**config.mk**
```make
export PLATFORM = sky130hd
export DESIGN_NAME = ibs_service_port
export DESIGN_NICKNAME = d
export VERILOG_FILES = /design/src/ibs_pkg.sv /design/src/ibs_service_port.sv /design/src/ibs_sync.sv
export SDC_FILE = /design/constraint.sdc
export NUM_CORES = 1
export LEC_CHECK = 0
export ABC_AREA = 1
export BUFFER_PORTS_ARGS = -buffer_cell sky130_fd_sc_hd__buf_2
export CORE_ASPECT_RATIO = 1.1
export CORE_MARGIN = 2
export CORE_UTILIZATION = 51
export DETAILED_ROUTE_END_ITERATION = 8
export PLACE_DENSITY = 0.76
export SLEW_MARGIN = 20
export SYNTH_ARGS = -nofsm -noshare
export SYNTH_HDL_FRONTEND = slang
export SYNTH_HIERARCHICAL = 1
export SYNTH_SLANG_ARGS = --single-unit
```
**constraint.sdc**
```tcl
create_clock -name ref_clk -period 2.2 [get_ports ref_clk]
set_input_delay 0.11 -clock ref_clk [delete_from_list [all_inputs] [get_ports ref_clk]]
set_output_delay 0.11 -clock ref_clk [all_outputs]
set_load 0.05 [all_outputs]
```
**src/ibs_pkg.sv**
```systemverilog
`default_nettype none
package ibs_pkg;

  // system clock and handshake timing
  localparam int unsigned CLK_MHZ = 200;
  localparam int unsigned SETTLE_NS = 2000;
  localparam int unsigned SETTLE_CYC = (SETTLE_NS * CLK_MHZ + 999) / 1000;

  // apb register offsets (byte addresses)
  localparam logic [7:0] OFS_STATUS = 8'h00;
  localparam logic [7:0] OFS_RXDATA = 8'h04;
  localparam logic [7:0] OFS_TXDATA = 8'h08;
  localparam logic [7:0] OFS_COMMAND = 8'h0C;
  localparam logic [7:0] OFS_RESULT = 8'h10;
  localparam logic [7:0] OFS_SETTINGS = 8'h14;
  localparam logic [7:0] OFS_EVENT = 8'h18;

  // event register bits (write one to clear)
  localparam int unsigned EVT_PERR = 0;
  localparam int unsigned EVT_DCLR = 1;

  // serial poll status byte layout
  localparam int unsigned SPB_FAULT = 0;
  localparam int unsigned SPB_PON = 1;
  localparam int unsigned SPB_PERR = 2;
  localparam int unsigned SPB_RQS = 6;

  // bus interface messages, seven bits
  localparam logic [6:0] MSG_GTL = 7'h01;
  localparam logic [6:0] MSG_SDC = 7'h04;
  localparam logic [6:0] MSG_PPC = 7'h05;
  localparam logic [6:0] MSG_LLO = 7'h11;
  localparam logic [6:0] MSG_DCL = 7'h14;
  localparam logic [6:0] MSG_PPU = 7'h15;
  localparam logic [6:0] MSG_SPE = 7'h18;
  localparam logic [6:0] MSG_SPD = 7'h19;
  localparam logic [6:0] MSG_UNL = 7'h3F;
  localparam logic [6:0] MSG_UNT = 7'h5F;
  localparam logic [6:0] MSG_PPD = 7'h70;
  localparam logic [1:0] GRP_LISTEN = 2'h1;
  localparam logic [1:0] GRP_TALK = 2'h2;
  localparam logic [1:0] GRP_SECOND = 2'h3;

  // value ranges
  localparam logic [4:0] ADDR_MAX = 5'h1E;
  localparam logic [7:0] DLY_MAX = 8'h20;
  localparam logic [7:0] OUTPUT_POWER_ON_STATE_CMD_MAX = 8'h03;
  localparam logic [7:0] BOOL_MAX = 8'h01;

  // turn-on values
  localparam logic [4:0] ADDR_RST = 5'h05;
  localparam logic [5:0] DLY_RST = 6'h00;
  localparam logic [1:0] OUTPUT_POWER_ON_STATE_CMD_RST = 2'h0;
  localparam logic CALIBRATION_MODE_CMD_RST = 1'b0;
  localparam logic DISP_RST = 1'b1;
  localparam logic [1:0] NV_LOAD_CYC = 2'h2;

  typedef enum logic [3:0] {
    OP_CLEAR = 4'h1,
    OP_CALIBRATION_MODE_CMD = 4'h2,
    OP_OUTPUT_POWER_ON_STATE_CMD = 4'h3,
    OP_DLY = 4'h4,
    OP_DLYQ = 4'h5,
    OP_PON = 4'h6,
    OP_DSP = 4'h7,
    OP_ADDR = 4'h8,
    OP_ACCUMULATED_STATUS_QUERY = 4'h9
  } ibs_op_t;

  typedef enum logic [1:0] {
    SH_IDLE = 2'b00,
    SH_SETTLE = 2'b01,
    SH_DAV = 2'b10,
    SH_END = 2'b11
  } ibs_sh_t;

  // bus control lines, true means asserted
  typedef struct packed {
    logic atn;
    logic eoi;
    logic dav;
    logic nrfd;
    logic ndac;
    logic ifc;
    logic ren;
  } ibs_lines_t;

endpackage
`default_nettype wire

```
**src/ibs_service_port.sv**
```systemverilog
// How it works
// - bus handshake, talk, listen, poll, clear functions
// - addressed lamp while talker or listener
// - assert service request line when needing service
// - faults, programming error, power-on raise request
// - serial poll withdraws request and lamp
// - clear command withdraws pending request
// - remote ignores setting keys, local key works
// - local key refused while remote commands flow
// - lockout message disables front panel programming
// - remote/local change keeps all settings
// - parallel poll bit follows request-service bit
// - parallel poll never clears request bit
// - default poll line is address plus one, for addresses 0 to 7 only
// - configured poll uses chosen line and sense
// - serial poll sends eight-bit status byte
// - device clear acts as clear command
// - addresses 0 to 30, else range error
// - power-on request at power-up or glitch
// - address and power-on enable kept non-volatile
// - per-output delay 0 to 32, with query
// - power-on output state codes 0 to 3
// - calibration mode and display take 0 or 1
// - accumulated status query for outputs 1 to 4
`timescale 1ns/100ps
`default_nettype none
module ibs_service_port
  import ibs_pkg::*;
#(
  parameter int unsigned NCH = 4
) (
  input wire logic ref_clk,
  input wire logic sys_rst,
  input wire logic psel,
  input wire logic penable,
  input wire logic pwrite,
  input wire logic [7:0] paddr,
  input wire logic [31:0] pwdata,
  output logic [31:0] prdata,
  output logic pready,
  output logic pslverr,
  input wire logic [7:0] dio_i,
  output logic [7:0] dio_o,
  output logic [7:0] dio_oe,
  input wire logic atn_n_i,
  input wire logic eoi_n_i,
  output logic eoi_n_o,
  output logic eoi_oe,
  input wire logic dav_n_i,
  output logic dav_n_o,
  output logic dav_oe,
  input wire logic nrfd_n_i,
  output logic nrfd_n_o,
  output logic nrfd_oe,
  input wire logic ndac_n_i,
  output logic ndac_n_o,
  output logic ndac_oe,
  input wire logic ifc_n_i,
  input wire logic ren_n_i,
  output logic srq_n_o,
  output logic srq_oe,
  input wire logic key_local,
  input wire logic key_setting,
  input wire logic power_glitch,
  input wire logic [NCH-1:0] fault_in,
  input wire logic [4:0] nv_addr_i,
  input wire logic nv_pon_i,
  output logic nv_store,
  output logic [4:0] nv_addr_o,
  output logic nv_pon_o,
  output logic addr_led,
  output logic srq_led,
  output logic remote_led,
  output logic panel_accept,
  output logic cal_mode,
  output logic display_on
);
  localparam int unsigned SW = 24 + NCH;
  localparam int unsigned CW = $clog2(SETTLE_CYC + 1);

  if (NCH < 1 || NCH > 4) begin : g_chk
    $error("ibs_service_port: NCH must be 1 to 4");
  end

  function automatic logic ch_ok(input logic [2:0] c);
    ch_ok = (c >= 3'h1) && (c <= 3'(NCH));
  endfunction

  logic [SW-1:0] s_q;
  ibs_lines_t ln;
  logic [7:0] dio;
  logic kl_d_q, ks_d_q, pg_d_q;
  logic [NCH-1:0] flt, flt_d_q;
  logic fault_rise, pg_rise;

  ibs_sync #(.W(SW)) u_sync (
    .ref_clk(ref_clk),
    .sys_rst(sys_rst),
    .d({nv_pon_i, nv_addr_i, fault_in, power_glitch, key_setting,
        key_local, ren_n_i, ifc_n_i, ndac_n_i, nrfd_n_i, dav_n_i,
        eoi_n_i, atn_n_i, dio_i}),
    .q(s_q)
  );

  assign dio = ~s_q[7:0];
  assign ln.atn = ~s_q[8];
  assign ln.eoi = ~s_q[9];
  assign ln.dav = ~s_q[10];
  assign ln.nrfd = ~s_q[11];
  assign ln.ndac = ~s_q[12];
  assign ln.ifc = ~s_q[13];
  assign ln.ren = ~s_q[14];
  assign flt = s_q[18 +: NCH];
  assign fault_rise = |(flt & ~flt_d_q);
  assign pg_rise = s_q[17] & ~pg_d_q;

  // open-drain pins only ever pull low
  assign eoi_n_o = 1'b0;
  assign dav_n_o = 1'b0;
  assign nrfd_n_o = 1'b0;
  assign ndac_n_o = 1'b0;
  assign srq_n_o = 1'b0;
  assign dio_o = 8'h00;

  always_ff @(posedge ref_clk) begin
    if (sys_rst) begin
      kl_d_q <= 1'b0;
      ks_d_q <= 1'b0;
      pg_d_q <= 1'b0;
      flt_d_q <= '0;
    end else begin
      kl_d_q <= s_q[15];
      ks_d_q <= s_q[16];
      pg_d_q <= s_q[17];
      flt_d_q <= flt;
    end
  end

  // ---------------- state declarations
  logic lad_q, tad_q, spms_q, llo_q, remote_q;
  logic pp_cfg_q, pp_sense_q, pp_arm_q;
  logic [2:0] pp_line_q;
  logic nrfd_q, ndac_q, ah_got_q, acc_stb_q, acc_atn_q;
  logic [7:0] acc_byte_q;
  logic [7:0] rx_byte_q, tx_byte_q, sh_data_q;
  logic rx_valid_q, tx_full_q, tx_eoi_q, sh_spoll_q;
  ibs_sh_t sh_q;
  logic [CW-1:0] cnt_q;
  logic rqs_q, c_flt_q, c_pon_q, c_perr_q;
  logic perr_flag_q, dclr_flag_q;
  logic [4:0] addr_q;
  logic pon_q, calibration_mode_cmd_q, disp_q;
  logic [1:0] output_power_on_state_cmd_q;
  logic [5:0] dly_q [NCH];
  logic [NCH-1:0] astat_q;
  logic [7:0] result_q;
  logic [1:0] ld_cnt_q;
  logic pon_evt_q, perr_stb_q, clr_cmd_q;

  logic apb_hit, apb_wr, apb_rd;
  logic [6:0] cmd;
  logic bus_clr, clr, spoll_done, ah_active, listen_busy;
  logic [7:0] spoll_byte;
  logic [2:0] op_ch;
  logic [1:0] op_idx;
  logic [7:0] op_val;
  logic cmd_wr;

  assign apb_hit = psel & penable & ~pready;
  assign apb_wr = apb_hit & pwrite;
  assign apb_rd = apb_hit & ~pwrite;
  assign cmd = acc_byte_q[6:0];
  assign cmd_wr = apb_wr && (paddr == OFS_COMMAND);
  assign op_ch = pwdata[6:4];
  assign op_idx = 2'(op_ch - 3'h1);
  assign op_val = pwdata[15:8];

  // device clear addressed or unaddressed
  assign bus_clr = acc_stb_q & acc_atn_q &
                   ((cmd == MSG_DCL) | ((cmd == MSG_SDC) & lad_q));
  assign clr = bus_clr | clr_cmd_q;
  assign spoll_done = (sh_q == SH_END) & sh_spoll_q & ~ln.ndac;
  assign ah_active = ln.atn | lad_q;
  assign listen_busy = lad_q & ~ln.atn;
  assign spoll_byte = {1'b0, rqs_q, 3'b000, c_perr_q, c_pon_q,
                       c_flt_q};

  // ---------------- acceptor handshake
  always_ff @(posedge ref_clk) begin
    if (sys_rst) begin
      nrfd_q <= 1'b0;
      ndac_q <= 1'b0;
      ah_got_q <= 1'b0;
      acc_stb_q <= 1'b0;
      acc_atn_q <= 1'b0;
      acc_byte_q <= 8'h00;
    end else begin
      acc_stb_q <= 1'b0;
      if (!ah_active) begin
        nrfd_q <= 1'b0;
        ndac_q <= 1'b0;
        ah_got_q <= 1'b0;
      end else if (!ah_got_q) begin
        // a full receive register holds off the talker
        nrfd_q <= ~ln.atn & rx_valid_q;
        ndac_q <= 1'b1;
        if (ln.dav && !nrfd_q) begin
          ah_got_q <= 1'b1;
          nrfd_q <= 1'b1;
          ndac_q <= 1'b0;
          acc_stb_q <= 1'b1;
          acc_atn_q <= ln.atn;
          acc_byte_q <= dio;
        end
      end else if (!ln.dav) begin
        ah_got_q <= 1'b0;
        ndac_q <= 1'b1;
      end
    end
  end

  // ---------------- addressing and interface messages
  always_ff @(posedge ref_clk) begin
    if (sys_rst || ln.ifc) begin
      lad_q <= 1'b0;
      tad_q <= 1'b0;
      spms_q <= 1'b0;
    end else if (acc_stb_q && acc_atn_q) begin
      if (cmd == MSG_UNL) begin
        lad_q <= 1'b0;
      end else if (cmd[6:5] == GRP_LISTEN && cmd[4:0] == addr_q) begin
        lad_q <= 1'b1;
      end
      if (cmd == MSG_UNT) begin
        tad_q <= 1'b0;
      end else if (cmd[6:5] == GRP_TALK) begin
        tad_q <= (cmd[4:0] == addr_q);
      end
      if (cmd == MSG_SPE) begin
        spms_q <= 1'b1;
      end else if (cmd == MSG_SPD) begin
        spms_q <= 1'b0;
      end
    end
  end

  // remote/local; settings live elsewhere and are never touched here
  always_ff @(posedge ref_clk) begin
    if (sys_rst || !ln.ren) begin
      remote_q <= 1'b0;
      llo_q <= 1'b0;
    end else begin
      if (acc_stb_q && acc_atn_q && cmd == MSG_LLO) begin
        llo_q <= 1'b1;
      end
      if (acc_stb_q && acc_atn_q && cmd[6:5] == GRP_LISTEN &&
          cmd != MSG_UNL && cmd[4:0] == addr_q) begin
        remote_q <= 1'b1;
      end else if (acc_stb_q && acc_atn_q && cmd == MSG_GTL && lad_q) begin
        remote_q <= 1'b0;
      end else if (s_q[15] && !kl_d_q && !llo_q && !listen_busy) begin
        remote_q <= 1'b0;
      end
    end
  end

  // parallel poll configuration, secondary byte follows configure
  always_ff @(posedge ref_clk) begin
    if (sys_rst || clr) begin
      pp_cfg_q <= 1'b0;
      pp_sense_q <= 1'b0;
      pp_line_q <= 3'h0;
      pp_arm_q <= 1'b0;
    end else if (acc_stb_q && acc_atn_q) begin
      pp_arm_q <= (cmd == MSG_PPC) & lad_q;
      if (cmd == MSG_PPU) begin
        pp_cfg_q <= 1'b0;
      end else if (pp_arm_q && cmd[6:5] == GRP_SECOND) begin
        if (cmd == MSG_PPD) begin
          pp_cfg_q <= 1'b0;
        end else if (!cmd[4]) begin
          pp_cfg_q <= 1'b1;
          pp_sense_q <= cmd[3];
          pp_line_q <= cmd[2:0];
        end
      end
    end
  end

  // ---------------- listener data and talker source handshake
  always_ff @(posedge ref_clk) begin
    if (sys_rst) begin
      rx_valid_q <= 1'b0;
      rx_byte_q <= 8'h00;
    end else if (acc_stb_q && !acc_atn_q && lad_q) begin
      rx_valid_q <= 1'b1;
      rx_byte_q <= acc_byte_q;
    end else if (apb_rd && paddr == OFS_RXDATA) begin
      rx_valid_q <= 1'b0;
    end
  end

  always_ff @(posedge ref_clk) begin
    if (sys_rst) begin
      sh_q <= SH_IDLE;
      cnt_q <= '0;
      sh_data_q <= 8'h00;
      sh_spoll_q <= 1'b0;
    end else if (ln.atn || !tad_q) begin
      sh_q <= SH_IDLE;
    end else begin
      unique case (sh_q)
        SH_IDLE: begin
          cnt_q <= '0;
          if (spms_q || tx_full_q) begin
            sh_q <= SH_SETTLE;
            sh_spoll_q <= spms_q;
            sh_data_q <= spms_q ? spoll_byte : tx_byte_q;
          end
        end
        SH_SETTLE: begin
          // data must settle before the valid strobe
          if (cnt_q != CW'(SETTLE_CYC - 1)) begin
            cnt_q <= cnt_q + CW'(1);
          end else if (!ln.nrfd) begin
            sh_q <= SH_DAV;
          end
        end
        SH_DAV: begin
          if (!ln.ndac) begin
            sh_q <= SH_END;
          end
        end
        SH_END: begin
          if (ln.ndac) begin
            sh_q <= SH_IDLE;
          end
        end
      endcase
    end
  end

  always_ff @(posedge ref_clk) begin
    if (sys_rst) begin
      tx_full_q <= 1'b0;
      tx_byte_q <= 8'h00;
      tx_eoi_q <= 1'b0;
    end else if (apb_wr && paddr == OFS_TXDATA && !tx_full_q) begin
      tx_full_q <= 1'b1;
      tx_byte_q <= pwdata[7:0];
      tx_eoi_q <= pwdata[8];
    end else if (sh_q == SH_DAV && !ln.ndac && !sh_spoll_q) begin
      tx_full_q <= 1'b0;
    end
  end

  // ---------------- bus pin drivers
  always_ff @(posedge ref_clk) begin
    if (sys_rst) begin
      dio_oe <= 8'h00;
      dav_oe <= 1'b0;
      eoi_oe <= 1'b0;
      srq_oe <= 1'b0;
    end else begin
      dio_oe <= 8'h00;
      if (ln.atn && ln.eoi) begin
        // the poll only reads the request bit, never clears it
        if (pp_cfg_q) begin
          dio_oe[pp_line_q] <= (rqs_q == pp_sense_q);
        end else if (addr_q < 5'h08) begin
          dio_oe[addr_q[2:0]] <= rqs_q;
        end
      end else if (sh_q != SH_IDLE && !ln.atn) begin
        dio_oe <= sh_data_q;
      end
      dav_oe <= (sh_q == SH_DAV) & ~ln.atn & tad_q;
      eoi_oe <= (sh_q != SH_IDLE) & ~sh_spoll_q & tx_eoi_q & ~ln.atn;
      srq_oe <= rqs_q;
    end
  end

  assign nrfd_oe = nrfd_q;
  assign ndac_oe = ndac_q;

  // ---------------- service request; a new cause beats a clear
  always_ff @(posedge ref_clk) begin
    if (sys_rst) begin
      rqs_q <= 1'b0;
      c_flt_q <= 1'b0;
      c_pon_q <= 1'b0;
      c_perr_q <= 1'b0;
    end else begin
      if (fault_rise || pon_evt_q || perr_stb_q) begin
        rqs_q <= 1'b1;
      end else if (spoll_done || clr) begin
        rqs_q <= 1'b0;
      end
      if (fault_rise) begin
        c_flt_q <= 1'b1;
      end else if (spoll_done || clr) begin
        c_flt_q <= 1'b0;
      end
      if (pon_evt_q) begin
        c_pon_q <= 1'b1;
      end else if (spoll_done || clr) begin
        c_pon_q <= 1'b0;
      end
      if (perr_stb_q) begin
        c_perr_q <= 1'b1;
      end else if (spoll_done || clr) begin
        c_perr_q <= 1'b0;
      end
    end
  end

  // ---------------- non-volatile values loaded after reset
  always_ff @(posedge ref_clk) begin
    if (sys_rst) begin
      ld_cnt_q <= 2'h0;
      pon_evt_q <= 1'b0;
    end else begin
      pon_evt_q <= 1'b0;
      if (ld_cnt_q != 2'h3) begin
        ld_cnt_q <= ld_cnt_q + 2'h1;
      end
      if (ld_cnt_q == NV_LOAD_CYC) begin
        pon_evt_q <= s_q[SW-1];
      end else if (ld_cnt_q == 2'h3 && pg_rise) begin
        pon_evt_q <= pon_q;
      end
    end
  end

  // ---------------- command execution and settings
  always_ff @(posedge ref_clk) begin
    if (sys_rst) begin
      addr_q <= ADDR_RST;
      pon_q <= 1'b0;
      nv_store <= 1'b0;
    end else begin
      nv_store <= 1'b0;
      if (ld_cnt_q == NV_LOAD_CYC) begin
        pon_q <= s_q[SW-1];
        if (s_q[SW-2 -: 5] <= ADDR_MAX) begin
          addr_q <= s_q[SW-2 -: 5];
        end
      end else if (cmd_wr && pwdata[3:0] == OP_ADDR &&
                   op_val <= 8'(ADDR_MAX)) begin
        addr_q <= op_val[4:0];
        nv_store <= 1'b1;
      end else if (cmd_wr && pwdata[3:0] == OP_PON && op_val <= BOOL_MAX) begin
        pon_q <= op_val[0];
        nv_store <= 1'b1;
      end
    end
  end

  always_ff @(posedge ref_clk) begin
    if (sys_rst || clr) begin
      calibration_mode_cmd_q <= CALIBRATION_MODE_CMD_RST;
      disp_q <= DISP_RST;
      output_power_on_state_cmd_q <= OUTPUT_POWER_ON_STATE_CMD_RST;
      for (int i = 0; i < NCH; i++) begin
        dly_q[i] <= DLY_RST;
      end
    end else if (cmd_wr) begin
      unique case (pwdata[3:0])
        OP_CALIBRATION_MODE_CMD: if (op_val <= BOOL_MAX) calibration_mode_cmd_q <= op_val[0];
        OP_DSP: if (op_val <= BOOL_MAX) disp_q <= op_val[0];
        OP_OUTPUT_POWER_ON_STATE_CMD: if (op_val <= OUTPUT_POWER_ON_STATE_CMD_MAX) output_power_on_state_cmd_q <= op_val[1:0];
        OP_DLY: begin
          if (ch_ok(op_ch) && op_val <= DLY_MAX) begin
            dly_q[op_idx] <= op_val[5:0];
          end
        end
        default: begin
        end
      endcase
    end
  end

  always_ff @(posedge ref_clk) begin
    if (sys_rst) begin
      perr_stb_q <= 1'b0;
      clr_cmd_q <= 1'b0;
      result_q <= 8'h00;
    end else begin
      perr_stb_q <= 1'b0;
      clr_cmd_q <= 1'b0;
      if (cmd_wr) begin
        unique case (pwdata[3:0])
          OP_CLEAR: clr_cmd_q <= 1'b1;
          OP_CALIBRATION_MODE_CMD, OP_DSP, OP_PON: perr_stb_q <= op_val > BOOL_MAX;
          OP_OUTPUT_POWER_ON_STATE_CMD: perr_stb_q <= op_val > OUTPUT_POWER_ON_STATE_CMD_MAX;
          OP_ADDR: perr_stb_q <= op_val > 8'(ADDR_MAX);
          OP_DLY: perr_stb_q <= ~ch_ok(op_ch) | (op_val > DLY_MAX);
          OP_DLYQ: begin
            if (ch_ok(op_ch)) result_q <= {2'b00, dly_q[op_idx]};
            perr_stb_q <= ~ch_ok(op_ch);
          end
          OP_ACCUMULATED_STATUS_QUERY: begin
            if (ch_ok(op_ch)) result_q <= {7'h00, astat_q[op_idx]};
            perr_stb_q <= ~ch_ok(op_ch);
          end
          default: perr_stb_q <= 1'b1;
        endcase
      end
    end
  end

  // accumulated status: a fault in the reading cycle survives the clear
  for (genvar g = 0; g < NCH; g++) begin : g_astat
    always_ff @(posedge ref_clk) begin
      if (sys_rst) begin
        astat_q[g] <= 1'b0;
      end else if (flt[g] && !flt_d_q[g]) begin
        astat_q[g] <= 1'b1;
      end else if (cmd_wr && pwdata[3:0] == OP_ACCUMULATED_STATUS_QUERY && ch_ok(op_ch) &&
                   op_idx == 2'(g)) begin
        astat_q[g] <= 1'b0;
      end
    end
  end

  // ---------------- front panel and indicators
  always_ff @(posedge ref_clk) begin
    if (sys_rst) begin
      panel_accept <= 1'b0;
      addr_led <= 1'b0;
      srq_led <= 1'b0;
      remote_led <= 1'b0;
    end else begin
      panel_accept <= s_q[16] & ~ks_d_q & ~remote_q & ~llo_q;
      addr_led <= lad_q | tad_q;
      srq_led <= rqs_q;
      remote_led <= remote_q;
    end
  end

  assign nv_addr_o = addr_q;
  assign nv_pon_o = pon_q;
  assign cal_mode = calibration_mode_cmd_q;
  assign display_on = disp_q;

  // ---------------- apb slave, one wait state
  always_ff @(posedge ref_clk) begin
    if (sys_rst) begin
      perr_flag_q <= 1'b0;
      dclr_flag_q <= 1'b0;
    end else begin
      if (perr_stb_q) begin
        perr_flag_q <= 1'b1;
      end else if (apb_wr && paddr == OFS_EVENT && pwdata[EVT_PERR]) begin
        perr_flag_q <= 1'b0;
      end
      if (bus_clr) begin
        dclr_flag_q <= 1'b1;
      end else if (apb_wr && paddr == OFS_EVENT && pwdata[EVT_DCLR]) begin
        dclr_flag_q <= 1'b0;
      end
    end
  end

  always_ff @(posedge ref_clk) begin
    if (sys_rst) begin
      pready <= 1'b0;
      pslverr <= 1'b0;
      prdata <= 32'h0000_0000;
    end else begin
      pready <= apb_hit;
      pslverr <= 1'b0;
      prdata <= 32'h0000_0000;
      if (apb_hit) begin
        unique case (paddr)
          OFS_STATUS: prdata[8:0] <= {perr_flag_q, ~tx_full_q, rx_valid_q,
                                      rqs_q, tad_q, lad_q, llo_q, remote_q};
          OFS_RXDATA: prdata[7:0] <= rx_byte_q;
          OFS_RESULT: prdata[7:0] <= result_q;
          OFS_SETTINGS: prdata[9:0] <= {output_power_on_state_cmd_q, disp_q, calibration_mode_cmd_q, pon_q,
                                        addr_q};
          OFS_EVENT: prdata[1:0] <= {dclr_flag_q, perr_flag_q};
          OFS_TXDATA, OFS_COMMAND: begin
          end
          default: pslverr <= 1'b1;
        endcase
      end
    end
  end
endmodule
`default_nettype wire

```
**src/ibs_sync.sv**
```systemverilog
`timescale 1ns/100ps
`default_nettype none
module ibs_sync #(
  parameter int unsigned W = 1
) (
  input wire logic ref_clk,
  input wire logic sys_rst,
  input wire logic [W-1:0] d,
  output logic [W-1:0] q
);
  logic [W-1:0] meta_q;

  // first stage feeds only the second
  always_ff @(posedge ref_clk) begin
    if (sys_rst) begin
      meta_q <= '0;
      q <= '0;
    end else begin
      meta_q <= d;
      q <= meta_q;
    end
  end
endmodule
`default_nettype wire

```
==> summary.txt <==
Global route
  – GR Util met1: between 30% and 40%
  – Congestion Overflow GR: 0
  – Total GRT Usage: around 22%
  – Largest net degree at the start of global routing: 56
  – First-pass GRT wire length: 33540 µm
  – Most Crowded Layer GR: met2
  – Initial antenna violation count: 0
  – Met3 GRT Util: 3.897%
  – Grt met2 use: 36.48%
  – Vias in the first global route: roughly 7100

Final layout
  – Share of cells above drive strength 1: 13.34%
  – Area Growth Syn to Fin: 19.49%
  – Number of diodes: 0
  – Fin nets: around 1400
  – Final core occ: 62.47%

Timing
  – Tmin final: approximately 2.0 ns
  – RSZ-0062 raised after global routing: no
  – Post-route setup slack: approximately 0.19 ns
  – Max-slew headroom: approximately three fifths
  – Max frequency: between 400 and 500 MHz
  – Max-slew violation count: 0
  – Setup TNS: 0 ns
  – Slew @ Worst Pin: a little over 0.6 ns
  – Hold Fails Final Rpt: 0
  – Setup Viol. Count Final: 0
  – Crit share post-route: 91.31%
  – WHS: 0.04835 ns
  – Clock Skews: 0.008374 ns

Synthesis
  – Synth top area share: 41.26%
  – Cells after synthesis: between 1000 and 1500
  – Ys Warns: 6
  – Top cells by count, synth: nor2_1 (201), dfxtp_1 (184), nand2_1 (167)
  – Ys flop type: dfxtp_1
  – Synth cell types: 36
  – Seq/Total Area, Yosys: between 40% and 50%
  – Yosys reg bits: 208
  – Async set or reset register ratio after synthesis: 0%
  – Leading post-synthesis cells by cell area: dfxtp_1 (41%), nor2_1 (8.5%), edfxtp_1 (8.1%)
  – Cell taking the most area after synthesis: dfxtp_1
  – Most frequent cell after synthesis: nor2_1
  – Post-synth EDFFs: 24
  – Mapped Avg Cell Area: 7.664 µm²
  – Synth Cell Area: 8929 µm²

Drt
  – Via-to-Cell Ratio: 4.990
  – Residual DRC: 0
  – Avg WL per Cell: between 10 and 15 µm
  – DR vias: 7789
  – ANT nets after route: 0
  – Starting DRT DRC Count: 785
  – Final WL: 21260 µm
  – First-pass DRT Iterations: 5

Floorplanning
  – Cell row count: 50
  – Die Y: 142.8 µm
  – Initial Util: 52.28%
  – Die W: 130.2 µm
  – Core area: 17080 µm²
  – Die area: 18580 µm²
  – Boundary Pins: about 150

Clock network
  – H-tree depth: 1
  – TritonCTS clock tree: built
  – Clk buf depth: 3
  – Worst-path clk slew: ~0.06 ns
  – CTS Buf Count: 22
  – Clock Latency Late Sink: 0.50 ns
  – Clock root cell: clkbuf_16
  – Clock sinks: 208
  – # Post-CTS Setup Buffers: 0

Setup path
  – Buffers & Inverters on Critical Path: 0
  – Reg2Reg Capture Point: dly_q[2][2]$_SDFFCE_PN0P_
  – CP Class: reg -> reg
  – Nature of the critical path startpoint: flip-flop
  – FF-to-FF setup slack: 0.19 ns
  – Largest delay share family, worst path: simple AND/OR/NAND/NOR gates
  – CP endpoint: dly_q[2][2]$_SDFFCE_PN0P_
  – Crit. Startpoint: acc_byte_q[5]$_SDFFE_PP0P_
  – Reg2Reg Depth: 6
  – R2r startpoint: acc_byte_q[5]$_SDFFE_PP0P_
  – WP data required: around 2.4 ns
  – WP depth: 6
  – Capturing element type of the critical path: flip-flop
  – CP max FO: 14
  – CP max stage delay: 0.44 ns
  – Slowest stage cell, crit path: dfxtp_1
  – CP arrival: 2.18 ns
  – Worst-path cell chain: nor2_1 > o21ai_0 > o21ai_1 > nor2_4 > nand4_2 > nand2_1

Place
  – Buffers added on ports: 94
  – Final Wtd Congestion: 0.9516
  – Pre-CTS setup slack: about 0.036 ns
  – Dpl hpwl: 15130 µm

Power and ir drop
  – Max IR drop VDD: 647.2 µV
  – Pwr/cell area: approximately 820 nW/µm²
  – Static Leak: 4.707 nW

Run
  – Max_cap viols: 0

Worst hold path
  – Min-delay worst type: in -> reg

Run status
  – Status: complete, no violations
-- what timing repair did --
action                     4_1_cts  5_1_grt
setup endpoints to repair        0        6
resized for setup                0        1
hold buffers                    44        0
hold endpoints to repair        56        0
-- layer usage --
metal | vias to the layer above | share of wire [%]
met5 | - | 0
met4 | 0 | 2.2
met3 | 33 | 8.4
met2 | 350 | 46
met1 | 3449 | 44
li1 | 3957 | -
-- flip-flops by register name (all words and copies together) (netlist names), 8 cells and up --
signal         cells
u_sync/q          28
dly_q             24
rx_byte_q          8
u_sync/meta_q     28
sh_data_q          8
tx_byte_q          8
cnt_q              9
dio_oe             8
prdata            10
acc_byte_q         8
-- kinds of logic after synthesis --
kind of cell | synth area share (%)
adders and majority gates | 1.822
AOI/OAI and AO/OA | 11.46
and+or+nand+nor | 24.65
other | 0.04200
buffers and inverters | 12.21
DFF | 49.33
xor gates and xnor gates | 0.4904
-- cell usage in the layout, fill, tap and decap left out, types with 35 or more instances in the layout --
| master | Yosys | final |
|---|---|---|
| a21oi_1 | 86 | 86 |
| buf_2 | 10 | 93 |
| conb_1 | 1 | 35 |
| dfxtp_1 | 184 | 184 |
| dlygate4sd3_1 | 0 | 44 |
| inv_1 | 160 | 160 |
| nand2_1 | 167 | 167 |
| nand3_1 | 76 | 76 |
| nor2_1 | 201 | 201 |
| o21ai_0 | 79 | 79 |
-- worst min-delay path by stage --
stage               startpoint                           end  cells past startpoint
floorplan            pwdata[1]          clr_cmd_q$_SDFF_PP0_                      1
global placement      dio_i[2]   u_sync/meta_q[2]$_SDFF_PP0_                      3
detailed placement     ifc_n_i  u_sync/meta_q[13]$_SDFF_PP0_                      3
CTS                   paddr[3]            pslverr$_SDFF_PP0_                      5
global route          paddr[3]            pslverr$_SDFF_PP0_                      5
finish                paddr[3]            pslverr$_SDFF_PP0_                      5
-- where the power goes --
part	leakage, nW	total, mW	switching [mW]	internal, mW
clock network	0.367	3.71	1.50	2.21
logic	2.59	0.950	0.669	0.280
registers	1.75	4.06	0.0958	3.96
total	4.71	8.72	2.26	6.45
-- final cells by class --
type / instances / area (µm²)
Clock buffer: 29 / 649.4
Clock inverter: 11 / 91.34
Fill cell: 1506 / 6410
Inverter: 166 / 623.1
Multi-Input combinational cell: 758 / 3567
Sequential cell: 208 / 4404
Tap cell: 234 / 292.8
Timing Repair Buffer: 155 / 1041
-- tightest hold or removal path, cell delays in order --
cell and delay (ns):
buf_2 0.09, nand2_1 0.06, inv_1 0.07, nor3_1 0.05, nor3_1 0.11
-- metrics by stage --
step / power, mW / cell area [µm²] / instances
2_1_floorplan: 4.822 / 9056 / 1199
3_3_place_gp: 5.001 / 9483 / 1477
3_5_place_dp: 5.020 / 9483 / 1477
4_1_cts: 8.774 / 10660 / 1561
5_1_grt: 9.027 / 10670 / 1561
6_report: 8.716 / 10670 / 1561
Note: power is estimated with default switching activity, not from simulation.
